==> src/dma_sel_pkg.sv <==
// Constants for the DMA request select and channel status block
package dma_sel_pkg;
  // ==========================================================
  // Sizes
  localparam int          NUM_CHAN      = 4;
  localparam int          ADDR_W        = 8;
  localparam int          DATA_W        = 32;
  localparam int          REQSEL_W      = 8;
  localparam int          IRQ_W         = 2 * NUM_CHAN;
  // ==========================================================
  // Register byte offsets
  localparam logic [7:0]  REQSEL_OFS    = 8'h00;
  localparam logic [7:0]  IRQ_STAT_OFS  = 8'h04;
  localparam logic [7:0]  IRQ_MASK_OFS  = 8'h08;
  localparam logic [7:0]  CHAN_BASE     = 8'h10;
  localparam logic [7:0]  CHAN_STRIDE   = 8'h08;
  localparam logic [7:0]  CHAN_END      = 8'h30;
  localparam logic [2:0]  CTRL_SUB      = 3'h0;
  localparam logic [2:0]  STAT_SUB      = 3'h4;
  localparam int          CHAN_SHIFT    = 3;
  // ==========================================================
  // Request select fields
  localparam int          REQSEL_CH2_BIT = 2;
  localparam int          REQSEL_CH3_BIT = 3;
  localparam logic [7:0]  REQSEL_RST     = 8'h00;
  // ==========================================================
  // Channel status fields
  localparam int          ST_READY_BIT  = 31;
  localparam int          ST_NC_BIT     = 23;
  localparam int          ST_ABC_BIT    = 22;
  localparam int          ST_BES_BIT    = 20;
  localparam int          ST_BED_BIT    = 19;
  localparam int          ST_CONF_BIT   = 18;
  // ==========================================================
  // Channel control fields
  localparam int          CTRL_START_BIT = 0;
  localparam int          CTRL_NIE_BIT   = 1;
  localparam int          CTRL_AIE_BIT   = 2;
  localparam logic [1:0]  CTRL_EN_RST    = 2'h0;
  localparam logic [7:0]  IRQ_RST        = 8'h00;
endpackage

==> src/dma_chan_status.sv <==
// Per-channel ready state and completion status flags
`timescale 1ns/1ns
module dma_chan_status (
  // Clock and reset
  input  wire logic pclk,
  input  wire logic presetn,
  // Software actions
  input  wire logic start_try,
  input  wire logic stat_wr,
  input  wire logic wd_nc,
  input  wire logic wd_abc,
  // Transfer engine events
  input  wire logic done_ok,
  input  wire logic done_err,
  input  wire logic src_fault,
  input  wire logic dst_fault,
  input  wire logic conf_fault,
  // Status
  output logic      ready_ff,
  output logic      nc_ff,
  output logic      abc_ff,
  output logic      bes_ff,
  output logic      bed_ff,
  output logic      conf_ff,
  output logic      start_pulse_ff,
  output logic      nc_set,
  output logic      abc_set
);
  logic reject;
  logic accept;
  logic abc_clr;

  // ==========================================================
  // Start check
  assign reject  = start_try & (nc_ff | abc_ff);              // see
  assign accept  = start_try & ~nc_ff & ~abc_ff & ~ready_ff;
  assign nc_set  = done_ok & ready_ff;
  assign abc_set = (done_err & ready_ff) | reject;
  assign abc_clr = stat_wr & ~wd_abc;

  // ==========================================================
  // Ready state
  always_ff @(posedge pclk or negedge presetn) begin
    if (!presetn) begin
      ready_ff <= 1'b0;
    end else if (accept) begin
      ready_ff <= 1'b1;
    end else if (done_ok | done_err) begin
      ready_ff <= 1'b0;
    end
  end

  always_ff @(posedge pclk or negedge presetn) begin
    if (!presetn) begin
      start_pulse_ff <= 1'b0;
    end else begin
      start_pulse_ff <= accept;
    end
  end

  // ==========================================================
  // Completion flags, set wins over clear
  always_ff @(posedge pclk or negedge presetn) begin
    if (!presetn) begin
      nc_ff <= 1'b0;
    end else if (nc_set) begin
      nc_ff <= 1'b1;
    end else if (stat_wr && !wd_nc) begin
      nc_ff <= 1'b0;
    end
  end

  always_ff @(posedge pclk or negedge presetn) begin
    if (!presetn) begin
      abc_ff <= 1'b0;
    end else if (abc_set) begin
      abc_ff <= 1'b1;
    end else if (abc_clr) begin
      abc_ff <= 1'b0;
    end
  end

  // ==========================================================
  // Error detail flags, software cannot write them
  always_ff @(posedge pclk or negedge presetn) begin
    if (!presetn) begin
      bes_ff  <= 1'b0;
      bed_ff  <= 1'b0;
      conf_ff <= 1'b0;
    end else begin
      if (src_fault) begin
        bes_ff <= 1'b1;
      end else if (abc_clr) begin
        bes_ff <= 1'b0;                                       // see
      end
      if (dst_fault) begin
        bed_ff <= 1'b1;
      end else if (abc_clr) begin
        bed_ff <= 1'b0;
      end
      if (conf_fault | reject) begin
        conf_ff <= 1'b1;                                      // see
      end else if (abc_clr) begin
        conf_ff <= 1'b0;
      end
    end
  end
endmodule

==> src/dma_req_status.sv <==
// Top: APB registers, request source routing and channel status of the DMA controller
//
// Notes on behaviour
// Channel 3 requests come from the external pin when select bit 3 is 1, else from the interrupt controller.
// Channel 2 requests come from the external pin when select bit 2 is 1, else from the interrupt controller.
// Software keeps select bits 0, 1 and 7:4 at zero.
// Status bit 31 is read-only and reads 1 exactly while the channel is Ready, 0 after reset.
// Bit 23 is set on normal completion and raises the channel interrupt when its enable is set.
// Writing 0 to bit 23 clears it and its interrupt; writing 1 leaves it.
// A start attempt while bit 23 is 1 is an error and starts nothing.
// Bit 22 is set on error completion and raises the channel interrupt when its enable is set.
// Writing 0 to bit 22 clears it, its interrupt and bits 20, 19 and 18; writing 1 leaves it.
// A start attempt while bit 22 is 1 is an error.
// Read-only bit 20 sets on a bus error in the source read cycle.
// Read-only bit 19 sets on a bus error in the destination write cycle.
// Read-only bit 18 reads 1 while a configuration error is present; the code latches it until bit 22 is written 0.
// Software writes zero to status bits 21 and 2:0.
// A rejected start sets bits 18 and 22 and the channel does not become Ready.
// Writes to bits 31, 20, 19 and 18 are ignored.
//
// Register access over APB and the placing of the registers are this design's own decisions.
`timescale 1ns/1ns
module dma_req_status
  import dma_sel_pkg::*;
#(
  parameter int N_CH = dma_sel_pkg::NUM_CHAN
) (
  // Clock and reset
  input  wire logic                          pclk,
  input  wire logic                          presetn,

  // APB slave
  input  wire logic                          psel,
  input  wire logic                          penable,
  input  wire logic                          pwrite,
  input  wire logic [dma_sel_pkg::ADDR_W-1:0] paddr,
  input  wire logic [dma_sel_pkg::DATA_W-1:0] pwdata,
  output logic      [dma_sel_pkg::DATA_W-1:0] prdata,
  output logic                               pready,
  output logic                               pslverr,

  // Request sources
  input  wire logic [N_CH-1:0]               interrupt_controller_req,
  input  wire logic                          ext_xfer_req_pin_ch2,
  input  wire logic                          ext_xfer_req_pin_ch3,
  output logic      [N_CH-1:0]               xfer_req,

  // Transfer engine events
  input  wire logic [N_CH-1:0]               done_ok,
  input  wire logic [N_CH-1:0]               done_err,
  input  wire logic [N_CH-1:0]               src_fault,
  input  wire logic [N_CH-1:0]               dst_fault,
  input  wire logic [N_CH-1:0]               conf_fault,
  output logic      [N_CH-1:0]               chan_start,
  output logic      [N_CH-1:0]               chan_ready,

  // Interrupts
  output logic      [N_CH-1:0]               chan_irq,
  output logic                               irq
);
  import dma_sel_pkg::*;

  // ==========================================================
  // Address decode helpers
  function automatic logic chan_hit(input logic [ADDR_W-1:0] a);
    chan_hit = (a >= CHAN_BASE) && (a < CHAN_END);
  endfunction

  function automatic logic [ADDR_W-1:0] chan_rel(input logic [ADDR_W-1:0] a);
    chan_rel = a - CHAN_BASE;
  endfunction

  function automatic logic [1:0] chan_idx(input logic [ADDR_W-1:0] a);
    logic [ADDR_W-1:0] rel;
    rel      = chan_rel(a);
    chan_idx = rel[CHAN_SHIFT+1:CHAN_SHIFT];
  endfunction

  function automatic logic [2:0] chan_sub(input logic [ADDR_W-1:0] a);
    logic [ADDR_W-1:0] rel;
    rel      = chan_rel(a);
    chan_sub = rel[CHAN_SHIFT-1:0];
  endfunction

  // ==========================================================
  // Declarations
  logic [REQSEL_W-1:0] request_source_select_reg_ff;
  logic [IRQ_W-1:0]    irq_stat_ff;
  logic [IRQ_W-1:0]    irq_mask_ff;
  logic [N_CH-1:0]     normal_done_irq_enable_ff;
  logic [N_CH-1:0]     error_done_irq_enable_ff;
  logic [DATA_W-1:0]   prdata_ff;
  logic [DATA_W-1:0]   nxt_prdata;
  logic [N_CH-1:0]     xfer_req_ff;
  logic [N_CH-1:0]     chan_irq_ff;
  logic                irq_ff;
  logic [N_CH-1:0]     nxt_xfer_req;
  logic [DATA_W-1:0]   ctrl_word;
  logic [DATA_W-1:0]   stat_word;

  // Bus decode
  logic                setup;
  logic                access;
  logic                wr_en;
  logic                addr_ok;
  logic                aligned;
  logic                is_reqsel;
  logic                is_istat;
  logic                is_imask;
  logic                is_chan;
  logic                is_ctrl;
  logic                is_stat;
  logic [1:0]          ch_sel;

  // Channel strobes
  logic [N_CH-1:0]     start_try;
  logic [N_CH-1:0]     stat_wr;

  // Channel status
  logic [N_CH-1:0]     ready_v;
  logic [N_CH-1:0]     nc_v;
  logic [N_CH-1:0]     abc_v;
  logic [N_CH-1:0]     bes_v;
  logic [N_CH-1:0]     bed_v;
  logic [N_CH-1:0]     conf_v;
  logic [N_CH-1:0]     start_v;

  // Completion events
  logic [N_CH-1:0]     nc_set_v;
  logic [N_CH-1:0]     abc_set_v;
  logic [N_CH-1:0]     nc_irq_v;
  logic [N_CH-1:0]     abc_irq_v;

  // Sticky status
  logic [IRQ_W-1:0]    irq_events;
  logic [IRQ_W-1:0]    irq_clr;
  logic [IRQ_W-1:0]    nxt_irq_stat;

  // ==========================================================
  // APB phases and decode
  assign setup     = psel & ~penable;
  assign access    = psel & penable;

  // Register hits
  assign aligned   = (paddr[1:0] == 2'h0);
  assign is_reqsel = aligned && (paddr == REQSEL_OFS);
  assign is_istat  = aligned && (paddr == IRQ_STAT_OFS);
  assign is_imask  = aligned && (paddr == IRQ_MASK_OFS);

  // Channel hits
  assign is_chan   = aligned && chan_hit(paddr);
  assign ch_sel    = chan_idx(paddr);
  assign is_ctrl   = is_chan && (chan_sub(paddr) == CTRL_SUB);
  assign is_stat   = is_chan && (chan_sub(paddr) == STAT_SUB);

  // Legal access
  assign addr_ok   = is_reqsel | is_istat | is_imask | is_ctrl | is_stat;
  assign wr_en     = access & pwrite & addr_ok;

  // Zero wait state slave
  assign pready    = 1'b1;
  assign pslverr   = access & ~addr_ok;
  assign prdata    = prdata_ff;

  // ==========================================================
  // Request source select register
  always_ff @(posedge pclk or negedge presetn) begin
    if (!presetn) begin
      request_source_select_reg_ff <= REQSEL_RST;
    end else if (wr_en && is_reqsel) begin
      request_source_select_reg_ff <= pwdata[REQSEL_W-1:0];
    end
  end

  // ==========================================================
  // Channel control: start strobe and interrupt enables
  always_ff @(posedge pclk or negedge presetn) begin
    if (!presetn) begin
      normal_done_irq_enable_ff <= '0;
      error_done_irq_enable_ff  <= '0;
    end else if (wr_en && is_ctrl) begin
      normal_done_irq_enable_ff[ch_sel] <= pwdata[CTRL_NIE_BIT];
      error_done_irq_enable_ff[ch_sel]  <= pwdata[CTRL_AIE_BIT];
    end
  end

  always_comb begin
    start_try = '0;
    if (wr_en && is_ctrl && pwdata[CTRL_START_BIT]) begin
      start_try[ch_sel] = 1'b1;
    end
  end

  always_comb begin
    stat_wr = '0;
    if (wr_en && is_stat) begin
      stat_wr[ch_sel] = 1'b1;
    end
  end

  // ==========================================================
  // Channel status instances
  for (genvar c = 0; c < N_CH; c++) begin : g_chan
    dma_chan_status u_stat (
      .pclk           (pclk),
      .presetn        (presetn),
      .start_try      (start_try[c]),
      .stat_wr        (stat_wr[c]),
      .wd_nc          (pwdata[ST_NC_BIT]),
      .wd_abc         (pwdata[ST_ABC_BIT]),
      .done_ok        (done_ok[c]),
      .done_err       (done_err[c]),
      .src_fault      (src_fault[c]),
      .dst_fault      (dst_fault[c]),
      .conf_fault     (conf_fault[c]),
      .ready_ff       (ready_v[c]),
      .nc_ff          (nc_v[c]),
      .abc_ff         (abc_v[c]),
      .bes_ff         (bes_v[c]),
      .bed_ff         (bed_v[c]),
      .conf_ff        (conf_v[c]),
      .start_pulse_ff (start_v[c]),
      .nc_set         (nc_set_v[c]),
      .abc_set        (abc_set_v[c])
    );
  end

  assign chan_start = start_v;
  assign chan_ready = ready_v;

  // ==========================================================
  // Request routing
  always_comb begin
    // Channels 0 and 1 always follow the controller
    nxt_xfer_req = interrupt_controller_req;
    if (request_source_select_reg_ff[REQSEL_CH2_BIT]) begin
      nxt_xfer_req[2] = ext_xfer_req_pin_ch2;
    end
    if (request_source_select_reg_ff[REQSEL_CH3_BIT]) begin
      nxt_xfer_req[3] = ext_xfer_req_pin_ch3;
    end
  end

  always_ff @(posedge pclk or negedge presetn) begin
    if (!presetn) begin
      xfer_req_ff <= '0;
    end else begin
      xfer_req_ff <= nxt_xfer_req;
    end
  end

  assign xfer_req = xfer_req_ff;

  // ==========================================================
  // Per-channel completion interrupts
  assign nc_irq_v  = nc_v & normal_done_irq_enable_ff;        // see
  assign abc_irq_v = abc_v & error_done_irq_enable_ff;        // see

  always_ff @(posedge pclk or negedge presetn) begin
    if (!presetn) begin
      chan_irq_ff <= '0;
    end else begin
      chan_irq_ff <= nc_irq_v | abc_irq_v;
    end
  end

  assign chan_irq = chan_irq_ff;

  // ==========================================================
  // Sticky event status, write one to clear, set wins
  assign irq_events = {abc_set_v, nc_set_v};
  assign irq_clr    = (wr_en && is_istat) ? pwdata[IRQ_W-1:0] : IRQ_RST;
  assign nxt_irq_stat = (irq_stat_ff & ~irq_clr) | irq_events;

  always_ff @(posedge pclk or negedge presetn) begin
    if (!presetn) begin
      irq_stat_ff <= IRQ_RST;
    end else begin
      irq_stat_ff <= nxt_irq_stat;
    end
  end

  // Mask register
  always_ff @(posedge pclk or negedge presetn) begin
    if (!presetn) begin
      irq_mask_ff <= IRQ_RST;
    end else if (wr_en && is_imask) begin
      irq_mask_ff <= pwdata[IRQ_W-1:0];
    end
  end

  // Level interrupt
  always_ff @(posedge pclk or negedge presetn) begin
    if (!presetn) begin
      irq_ff <= 1'b0;
    end else begin
      irq_ff <= |(irq_stat_ff & irq_mask_ff);
    end
  end

  assign irq = irq_ff;

  // ==========================================================
  // Read data, captured in the setup phase
  always_comb begin
    ctrl_word               = '0;
    ctrl_word[CTRL_NIE_BIT] = normal_done_irq_enable_ff[ch_sel];
    ctrl_word[CTRL_AIE_BIT] = error_done_irq_enable_ff[ch_sel];
  end

  always_comb begin
    stat_word               = '0;
    stat_word[ST_READY_BIT] = ready_v[ch_sel];                // see
    stat_word[ST_NC_BIT]    = nc_v[ch_sel];
    stat_word[ST_ABC_BIT]   = abc_v[ch_sel];
    stat_word[ST_BES_BIT]   = bes_v[ch_sel];
    stat_word[ST_BED_BIT]   = bed_v[ch_sel];
    stat_word[ST_CONF_BIT]  = conf_v[ch_sel];
  end

  always_comb begin
    nxt_prdata = '0;
    if (is_reqsel) begin
      nxt_prdata[REQSEL_W-1:0] = request_source_select_reg_ff;
    end else if (is_istat) begin
      nxt_prdata[IRQ_W-1:0] = irq_stat_ff;
    end else if (is_imask) begin
      nxt_prdata[IRQ_W-1:0] = irq_mask_ff;
    end else if (is_ctrl) begin
      nxt_prdata = ctrl_word;
    end else if (is_stat) begin
      nxt_prdata = stat_word;
    end
  end

  // Read data register
  always_ff @(posedge pclk or negedge presetn) begin
    if (!presetn) begin
      prdata_ff <= '0;
    end else if (setup && !pwrite) begin
      prdata_ff <= nxt_prdata;
    end
  end
endmodule

==> config.mk <==
export PLATFORM = sky130hd
export DESIGN_NAME = dma_req_status
export DESIGN_NICKNAME = d
export VERILOG_FILES = /design/src/dma_sel_pkg.sv /design/src/dma_chan_status.sv /design/src/dma_req_status.sv
export SDC_FILE = /design/constraint.sdc
export NUM_CORES = 1
export LEC_CHECK = 0
export BUFFER_PORTS_ARGS = -buffer_cell sky130_fd_sc_hd__buf_4
export CORE_ASPECT_RATIO = 1.5
export CORE_MARGIN = 4
export CORE_UTILIZATION = 52
export DETAILED_ROUTE_END_ITERATION = 16
export HOLD_SLACK_MARGIN = 0.02
export PLACE_DENSITY = 0.8
export SETUP_SLACK_MARGIN = 0.1
export SLEW_MARGIN = 25
export SYNTH_ARGS = -nofsm -noshare
export SYNTH_HDL_FRONTEND = slang
export SYNTH_SLANG_ARGS = --single-unit
export TNS_END_PERCENT = 1
==> constraint.sdc <==
create_clock -name pclk -period 1.5 [get_ports pclk]
set_input_delay 0.225 -clock pclk [delete_from_list [all_inputs] [get_ports pclk]]
set_output_delay 0.225 -clock pclk [all_outputs]
set_load 0.005 [all_outputs]
==> results of run 1 <==
-- layer usage --
metal / GRT usage, % / vias to the layer above / part of all wire [%]
li1: - / 1535 / -
met1: 29.30 / 1680 / 36
met2: 45.58 / 170 / 53
met3: 5.170 / 42 / 6.5
met4: 15.90 / 0 / 4.6
met5: 0 / - / 0
-- critical path, cell delays in order --
cell and delay [ps]:
buf_6 100, buf_4 150, or4b_4 500, or4_4 580, o31ai_2 230, nand2_1 70
-- metrics by stage --
step	cell area [um2]	hold slack, ps	std cells
6_report	5465	58.47	599
3_5_place_dp	4971	95.94	578
2_1_floorplan	4151	-70.59	390
5_1_grt	5465	61.77	599
3_3_place_gp	4971	91.93	578
4_1_cts	5366	53.40	597
-- Yosys cell counts, types with 2 or more instances --
cell	count
a32oi_1	3
a22o_1	11
dfrtp_1	83
conb_1	2
mux2i_1	2
buf_1	3
nand2b_1	9
and3_1	2
a31oi_1	2
nor4_1	2
o31ai_1	2
mux4_2	8
a21o_1	11
o22ai_1	2
nand4_1	3
buf_4	27
nand3b_1	2
nand3_1	8
nor2b_1	2
nor2_1	15
buf_2	2
inv_1	14
or2_2	5
mux2_2	18
nand2_1	44
clkbuf_1	4
a22oi_1	4
or4_4	3
a21oi_1	2
a31o_2	3
nor3_1	5
o21ai_0	43
nor4_2	2
-- cell families (layout without fill, tap and decap cells) --
family | after synthesis | after routing | share of synthesized area, %
other | 2 | 19 | 0.1841
multiplexers | 28 | 28 | 9.877
flip-flops | 83 | 83 | 50.92
XOR/XNOR | 1 | 1 | 0.2148
buffers and inverters | 52 | 159 | 7.760
AND/OR/NAND/NOR | 117 | 117 | 16.56
AO/OA/AOI/OAI | 90 | 90 | 14.48
-- area by class of cell --
class / count / area, um2 / area share, %
well taps: 102 / 127.6 / 2.335
inverters: 14 / 52.55 / 0.9615
multi-input cells: 255 / 1868 / 34.18
repair buffers: 129 / 1035 / 18.93
clock inverters: 5 / 62.56 / 1.145
flip-flops and latches: 83 / 2077 / 38.00
clock buffers: 11 / 242.7 / 4.441
-- worst max-delay path by stage --
stage,endpoint,slack (ps),cells after the start,from
5_1_grt,g_chan[2].u_stat.nc_ff,-170,6,paddr[0]
4_1_cts,pslverr,-120,5,paddr[0]
6_report,g_chan[2].u_stat.nc_ff,-120,6,paddr[0]
3_3_place_gp,g_chan[2].u_stat.nc_ff,-540,6,paddr[1]
3_5_place_dp,g_chan[3].u_stat.conf_ff,-590,6,paddr[1]
2_1_floorplan,g_chan[0].u_stat.conf_ff,-350,5,paddr[1]
-- registers in the layout, indices dropped and copies added (netlist names) --
register and count:
chan_irq 4, error_done_irq_enable_ff 4, g_chan.u_stat.abc_ff 4, g_chan.u_stat.bed_ff 4, g_chan.u_stat.bes_ff 4, g_chan.u_stat.conf_ff 4, g_chan.u_stat.nc_ff 4, g_chan.u_stat.ready_ff 4
g_chan.u_stat.start_pulse_ff 4, irq 1, irq_mask_ff 8, irq_stat_ff 8, normal_done_irq_enable_ff 4, prdata 14, request_source_select_reg_ff 8, xfer_req 4
-- power breakdown --
group	internal, mW	total, mW	switching [mW]	leakage (nW)
Clock	1.34	2.24	0.903	0.142
Combinational	0.215	0.457	0.243	1.44
Sequential	2.26	2.28	0.0162	1.09
-- what timing repair did --
item	in CTS	in global routing
endpoints found under the hold margin	46	0
setup buffers	0	2
pin swaps	19	19
hold buffers	3	0
gates resized for setup	28	26
endpoints found under the setup margin	46	51
==> results.toml, run 1 <==
[die]
fp-row-count = 39
fp.dieW_um = 80.32
die_height_um = 116.5
die-area_um2 = 9354
start_util_pct = 53.58
core_area_um2 = 7612
io_pins = 122

[detailed_routing]
totalWireLength_um = 11680
wl_per_cell_um = 19.49
drt_first_pass_iters = 5
drc = 0
vias_per_cell = 5.721
drt_iter0_drc = 297
vias = 3427
ant_nets = 0

[clocking]
cts_htree_levels = 3
clk_latency_ps = 340
cts.root.buffer_cell = "clkbuf_16"
cts_tree = "yes"
cts_sinks = 83
cts_buffers = 9
cts.clk_slew.worst_paths_ps = 60
cts_buffer_depth = 2

[synth]
synth-async-reset-ratio_pct = 100.0
synth.top_cell.area_share_pct = 50.92
synth.avg_cell_area_um2 = 10.94
synth.area.top_cells = "dfrtp_1 51%, o21ai_0 5.3%, buf_4 5.0%, mux2_2 5.0%, mux4_2 4.4%"
yosysTopAreaCell = "dfrtp_1"
synthDistinctLibCells = 58
netlist_instances = 373
ys_seq_elements = 83
synth_ff_type = "dfrtp_1"
yosysSeqAreaShare_pct = 50.92
synth_edf_count = 0
yosysWarnings = 0
syn_area_um2 = 4079

[global_routing]
grt_pass1_wl_um = 18020
grt_pass1_vias = 3615
grt_usage_pct = 26.19
grt_overflow = 0
grt_start_max_net_pins = 35
antenna_found_initial = 0

[finish]
fill_cells = 564
num_antenna_cells = 0
final_nets = 563
drive_gt1_share_pct = 42.66
syn_to_final_growth_pct = 33.99
post-route-util_pct = 71.79
layout_common_cells = "116 x buf_4, 83 x dfrtp_1, 44 x nand2_1"
final_common_cell = "buf_4"

[critical_path]
reg2reg_from = "g_chan[2].u_stat.nc_ff"
path_class = "in -> reg"
crit_required_ps = 1730
reg2reg_setup_slack_ps = 180
cp_max_fo = 4
arrival_ps = 1850
r2r-end = "prdata[23]"
crit_path_start_kind = "input port"
end_kind = "flip-flop"
worstRegToRegCells = 4

[place]
port_buffers = 80
gp_congestion = 0.9444
pre_cts_slack_ps = -594.5
place.detailed.hpwl_um = 8659

[min_path]
min_from = "dst_fault[1]"
hold_path.class = "in -> reg"
holdPathStages = 2
hold-path-endpoint = "g_chan[1].u_stat.bed_ff"

[pwr]
p_leak_nw = 2.671
p_total_mw = 4.978
max-vdd-ir-drop_v = 0.0006570
p_per_area_nw_per_um2 = 910.8

[outcome]
violations = "setup timing"
status = "finished, violations left"

[sta]
period_needed_ps = 1619
rsz0062_at_grt = "yes"
worst_slack_ps = -118.8
tns_ps = -815.0
setup_viol = 18
hold_violations = 0
fmax_mhz = 617.7
drv_slew = 0
fin_skew_ps = 5.818
fin_crit_sh_pct = 107.9

[flow_run]
maxCapViolations = 0
No activity file was read; power rests on OpenSTA's default activity.
==> run 2, diff against run 1 <==
--- a/config.mk
+++ b/config.mk
@@ -8,10 +8,10 @@
 export BUFFER_PORTS_ARGS = -buffer_cell sky130_fd_sc_hd__buf_4
 export CORE_ASPECT_RATIO = 1.5
 export CORE_MARGIN = 4
-export CORE_UTILIZATION = 52
+export CORE_UTILIZATION = 40
 export DETAILED_ROUTE_END_ITERATION = 16
 export HOLD_SLACK_MARGIN = 0.02
-export PLACE_DENSITY = 0.8
+export PLACE_DENSITY = 0.65
 export SETUP_SLACK_MARGIN = 0.1
 export SLEW_MARGIN = 25
 export SYNTH_ARGS = -nofsm -noshare
==> results.toml, run 2 (synthesized netlist as in run 1, its figures left out) <==
[die]
die_height_um = 131.7
die-area_um2 = 11910
io_pins = 122
start_util_pct = 41.62
fp.dieW_um = 90.45
core_area_um2 = 9799
fp-row-count = 44

[flow_run]
maxCapViolations = 0

[sta]
rsz0062_at_grt = "yes"
setup_viol = 31
fmax_mhz = 580.7
period_needed_ps = 1722
fin_skew_ps = 5.792
worst_slack_ps = -222.2
hold_violations = 0
drv_slew = 0
tns_ps = -2573
fin_crit_sh_pct = 114.8

[global_routing]
grt_pass1_wl_um = 18350
grt_start_max_net_pins = 41
antenna_found_initial = 0
grt_overflow = 0
grt_pass1_vias = 3608
grt_usage_pct = 19.73

[place]
gp_congestion = 0.9760
port_buffers = 80
pre_cts_slack_ps = -567.1
place.detailed.hpwl_um = 8717
placed_cell_area_um2 = 5040

[pwr]
power_frac_seq_pct = 45.1
swShare_pct = 22.63
p_int_mw = 3.907
p_leak_nw = 2.772
p_per_area_nw_per_um2 = 899.5
p_switching_mw = 1.143
max-vdd-ir-drop_v = 0.0006602
clkPwrFrac_pct = 45.6
p_comb_share_pct = 9.3
p_total_mw = 5.050

[critical_path]
arrival_ps = 1500
path_buf_inv = 4
max_stage_delay_ps = 530
crit_chain = "buf_6 > or4_4 > buf_6 > buf_6 > o2111a_1 > buf_4"
end_kind = "output port"
critPathSlowestCell = "or4_4"
cp_max_fo = 5
cp_top_family = "simple AND/OR/NAND/NOR gates"
path_class = "in -> out"
crit_required_ps = 1270
crit_top_cell = "buf_6"
crit_path_start_kind = "input port"

[clocking]
cts_tree = "yes"
cts_buffer_depth = 2
cts.clk_slew.worst_paths_ps = 60
clk_latency_ps = 340
cts.root.buffer_cell = "clkbuf_16"
cts_buffers = 9
cts_sinks = 83
cts_htree_levels = 3

[detailed_routing]
ant_nets = 0
vias = 3321
drt_iter0_drc = 123
drt_first_pass_iters = 4
totalWireLength_um = 11530
wl_per_cell_um = 18.56
drc = 0
vias_per_cell = 5.348

[outcome]
violations = "setup timing"
status = "finished, violations left"

[finish]
largest_reg_flops = 14
syn_to_final_growth_pct = 37.64
post-route-util_pct = 57.29
final_nets = 572
layout_common_cells = "125 x buf_4, 83 x dfrtp_1, 42 x nand2_1"
final_common_cell = "buf_4"
num_antenna_cells = 0
drive_gt1_share_pct = 44.07
fill_cells = 835
final_cell_area_um2 = 5614

[min_path]
hold_path.class = "in -> reg"
[run 2: changes by cell type in the layout (fill, tap and decap cells not counted), sizes merged]
cell,delta
buf,+9
clkbuf,+1
clkinvlp,-1
[run 2: power by group through the flow]
stage	logic, mW	clock network [mW]	registers (mW)
6_report	0.469	2.30	2.28
5_1_grt	0.509	2.41	2.28
4_1_cts	0.454	2.34	2.28
3_5_place_dp	0.432	0	2.32
3_3_place_gp	0.425	0	2.32
2_1_floorplan	0.184	0	2.31
[run 2: routing by layer]
layer	track usage (%)	part of all wire, %	vias to the layer above
li1	-	-	1542
met1	20.81	36	1649
met2	36.67	55	103
met3	4.348	4.4	27
met4	9.455	4.0	0
met5	0	0	-
[run 2: final timing paths]
check                                           startpoint                               to  slack, ps  cells past startpoint
setup / recovery                                  paddr[7]                          pslverr       -220                      6
hold / removal                                src_fault[2]          g_chan[2].u_stat.bes_ff         60                      2
setup reg to reg                    g_chan[2].u_stat.nc_ff                   irq_stat_ff[6]         80                      3
hold reg to reg            request_source_select_reg_ff[6]  request_source_select_reg_ff[6]        480                      2
max in group asynchronous                          presetn  g_chan[2].u_stat.start_pulse_ff        590                      3
min in group asynchronous                          presetn                      chan_irq[3]        350                      2
[run 2: through the flow]
stage / instances / hold WS [ps]
after floorplan: 390 / -70.59
after global placement: 598 / 177.4
after detailed placement: 598 / 185.4
after CTS: 621 / 54.57
after global routing: 621 / 59.88
final: 621 / 60.86
[run 2: area by class of cell]
| type | count | area, um2 | share of cell area, % |
|---|---|---|---|
| repair buffers | 138 | 1099 | 19.57 |
| flip-flops and latches | 83 | 2077 | 37.00 |
| multi-input cells | 255 | 1928 | 34.34 |
| well taps | 115 | 143.9 | 2.563 |
| inverters | 14 | 52.55 | 0.9360 |
| clock inverters | 4 | 47.55 | 0.8469 |
| clock buffers | 12 | 266.5 | 4.747 |
[run 2: repair_timing]
| action | in CTS | in global routing |
|---|---|---|
| setup buffers | 4 | 0 |
| resized for setup | 31 | 36 |
| endpoints found under the setup margin | 61 | 64 |
| pin swaps | 21 | 19 |
| hold buffers | 3 | 0 |
| hold endpoints to repair | 30 | 0 |
==> run 3, diff against run 2 <==
--- a/config.mk
+++ b/config.mk
@@ -11,6 +11,7 @@
 export CORE_UTILIZATION = 40
 export DETAILED_ROUTE_END_ITERATION = 16
 export HOLD_SLACK_MARGIN = 0.02
+export MAX_ROUTING_LAYER = met4
 export PLACE_DENSITY = 0.65
 export SETUP_SLACK_MARGIN = 0.1
 export SLEW_MARGIN = 25
==> results.toml, run 3 (synthesized netlist as in run 1, its figures left out) <==
[outcome]
status = "finished, violations left"
violations = "setup timing"

[die]
fp.dieW_um = 90.45
die_height_um = 131.7
die-area_um2 = 11910
io_pins = 122
start_util_pct = 41.62
core_area_um2 = 9799
fp-row-count = 44

[sta]
hold_violations = 0
period_needed_ps = 1704
worst_hold_slack_ps = 57.99
fin_crit_sh_pct = 113.6
fmax_mhz = 586.8
worst_slack_ps = -204.1
tns_ps = -2826
setup_viol = 35
fin_skew_ps = 7.770
rsz0062_at_grt = "yes"
drv_slew = 0

[global_routing]
grt_overflow = 0
grt_start_max_net_pins = 42
grt_pass1_vias = 3421
antenna_found_initial = 0
grt_pass1_wl_um = 17640
grt_usage_pct = 19.82

[critical_path]
worstRegToRegCells = 3
startpoint = "paddr[7]"
cp_max_fo = 3
crit_path_start_kind = "input port"
crit_required_ps = 1270
reg2reg_setup_slack_ps = 50
crit_end = "pslverr"
crit_chain = "buf_6 > or4_4 > buf_6 > buf_6 > o2111a_1 > buf_4"
end_kind = "output port"
r2r-end = "irq_stat_ff[6]"
critPathSlowestCell = "or4_4"
reg2reg_from = "g_chan[2].u_stat.nc_ff"
max_stage_delay_ps = 530
arrival_ps = 1480
path_class = "in -> out"
crit_top_cell = "buf_6"

[clocking]
clk_latency_ps = 340
cts_sinks = 83
cts.root.buffer_cell = "clkbuf_16"
cts.clk_slew.worst_paths_ps = 60
cts_buffer_depth = 2
cts_htree_levels = 3
cts_buffers = 9
cts_tree = "yes"

[detailed_routing]
vias = 3290
drt_first_pass_iters = 4
ant_nets = 0
wl_per_cell_um = 18.29
vias_per_cell = 5.332
drt_iter0_drc = 153
drc = 0
totalWireLength_um = 11290

[finish]
final_nets = 569
drive_gt1_share_pct = 43.63
num_antenna_cells = 0
syn_to_final_growth_pct = 36.69
layout_common_cells = "122 x buf_4, 83 x dfrtp_1, 41 x nand2_1"
largest_reg_flops = 14
final_cell_area_um2 = 5575
final_common_cell = "buf_4"

[place]
place.detailed.hpwl_um = 8706
port_buffers = 80
placed_cell_area_um2 = 5025
gp_congestion = 0.9863

[min_path]
hold_path.class = "in -> reg"

[pwr]
p_leak_nw = 2.755
p_per_area_nw_per_um2 = 883.0
max-vdd-ir-drop_v = 0.0006724

[flow_run]
maxCapViolations = 0
## run 3: changes by cell type in the layout (fill, tap and decap cells not counted), sizes merged
cell and delta:
buf -3, clkbuf -3, clkinv +1, inv +1
## run 3: critical path, delay by kind of cell
family / cells / cell delay (ps)
and+or+nand+nor: 1 / 530
buffers and inverters: 4 / 480
AOI/OAI and AO/OA: 1 / 240
## run 3: what timing repair did
action                                  4_1_cts  5_1_grt
endpoints found under the setup margin       63       65
pin swaps                                    28       10
hold buffers                                  3        0
gates resized for setup                      30       36
buffers inserted                              3        0
gates cloned                                  0        0
hold endpoints to repair                     24        0
## run 3: worst min-delay path by stage
stage                            start                       to  slack (ps)  cells after the start
after floorplan                presetn              chan_irq[0]         -70                      0
after global placement         presetn              chan_irq[3]         150                      1
after detailed placement       presetn              chan_irq[3]         150                      1
after CTS                 dst_fault[0]  g_chan[0].u_stat.bed_ff          50                      2
after global routing      dst_fault[0]  g_chan[0].u_stat.bed_ff          50                      2
final                     dst_fault[0]  g_chan[0].u_stat.bed_ff          60                      2
## run 3: stage by stage
stage | utilization, % | setup slack (ps) | cells | power, mW
after floorplan | - | -349.6 | 390 | 2.498
after global placement | 51.28 | -552.3 | 596 | 2.740
after detailed placement | 51.28 | -601.2 | 596 | 2.747
after CTS | 55.78 | -189.4 | 617 | 4.952
after global routing | 56.89 | -243.2 | 617 | 5.100
final | 56.89 | -204.1 | 617 | 4.923
## run 3: layout make-up
| type | count | area [um2] |
|---|---|---|
| Fill cell | 832 | 4224 |
| Sequential cell | 83 | 2077 |
| Multi-Input combinational cell | 255 | 1923 |
| Timing Repair Buffer | 135 | 1089 |
| Clock buffer | 9 | 225.2 |
| Tap cell | 115 | 143.9 |
| Clock inverter | 6 | 65.06 |
| Inverter | 14 | 52.55 |
## run 3: layer usage
| metal | global-route usage [%] | routed length (um) | up-vias |
|---|---|---|---|
| met5 | - | 0 | - |
| met4 | 11.24 | 400 | 0 |
| met3 | 3.375 | 430 | 24 |
| met2 | 34.80 | 6263 | 85 |
| met1 | 20.85 | 4194 | 1635 |
| li1 | - | - | 1546 |
## run 3: where the power goes
group          internal, mW  switching (mW)
clock network          1.28           0.902
registers              2.26          0.0152
logic                 0.226           0.238
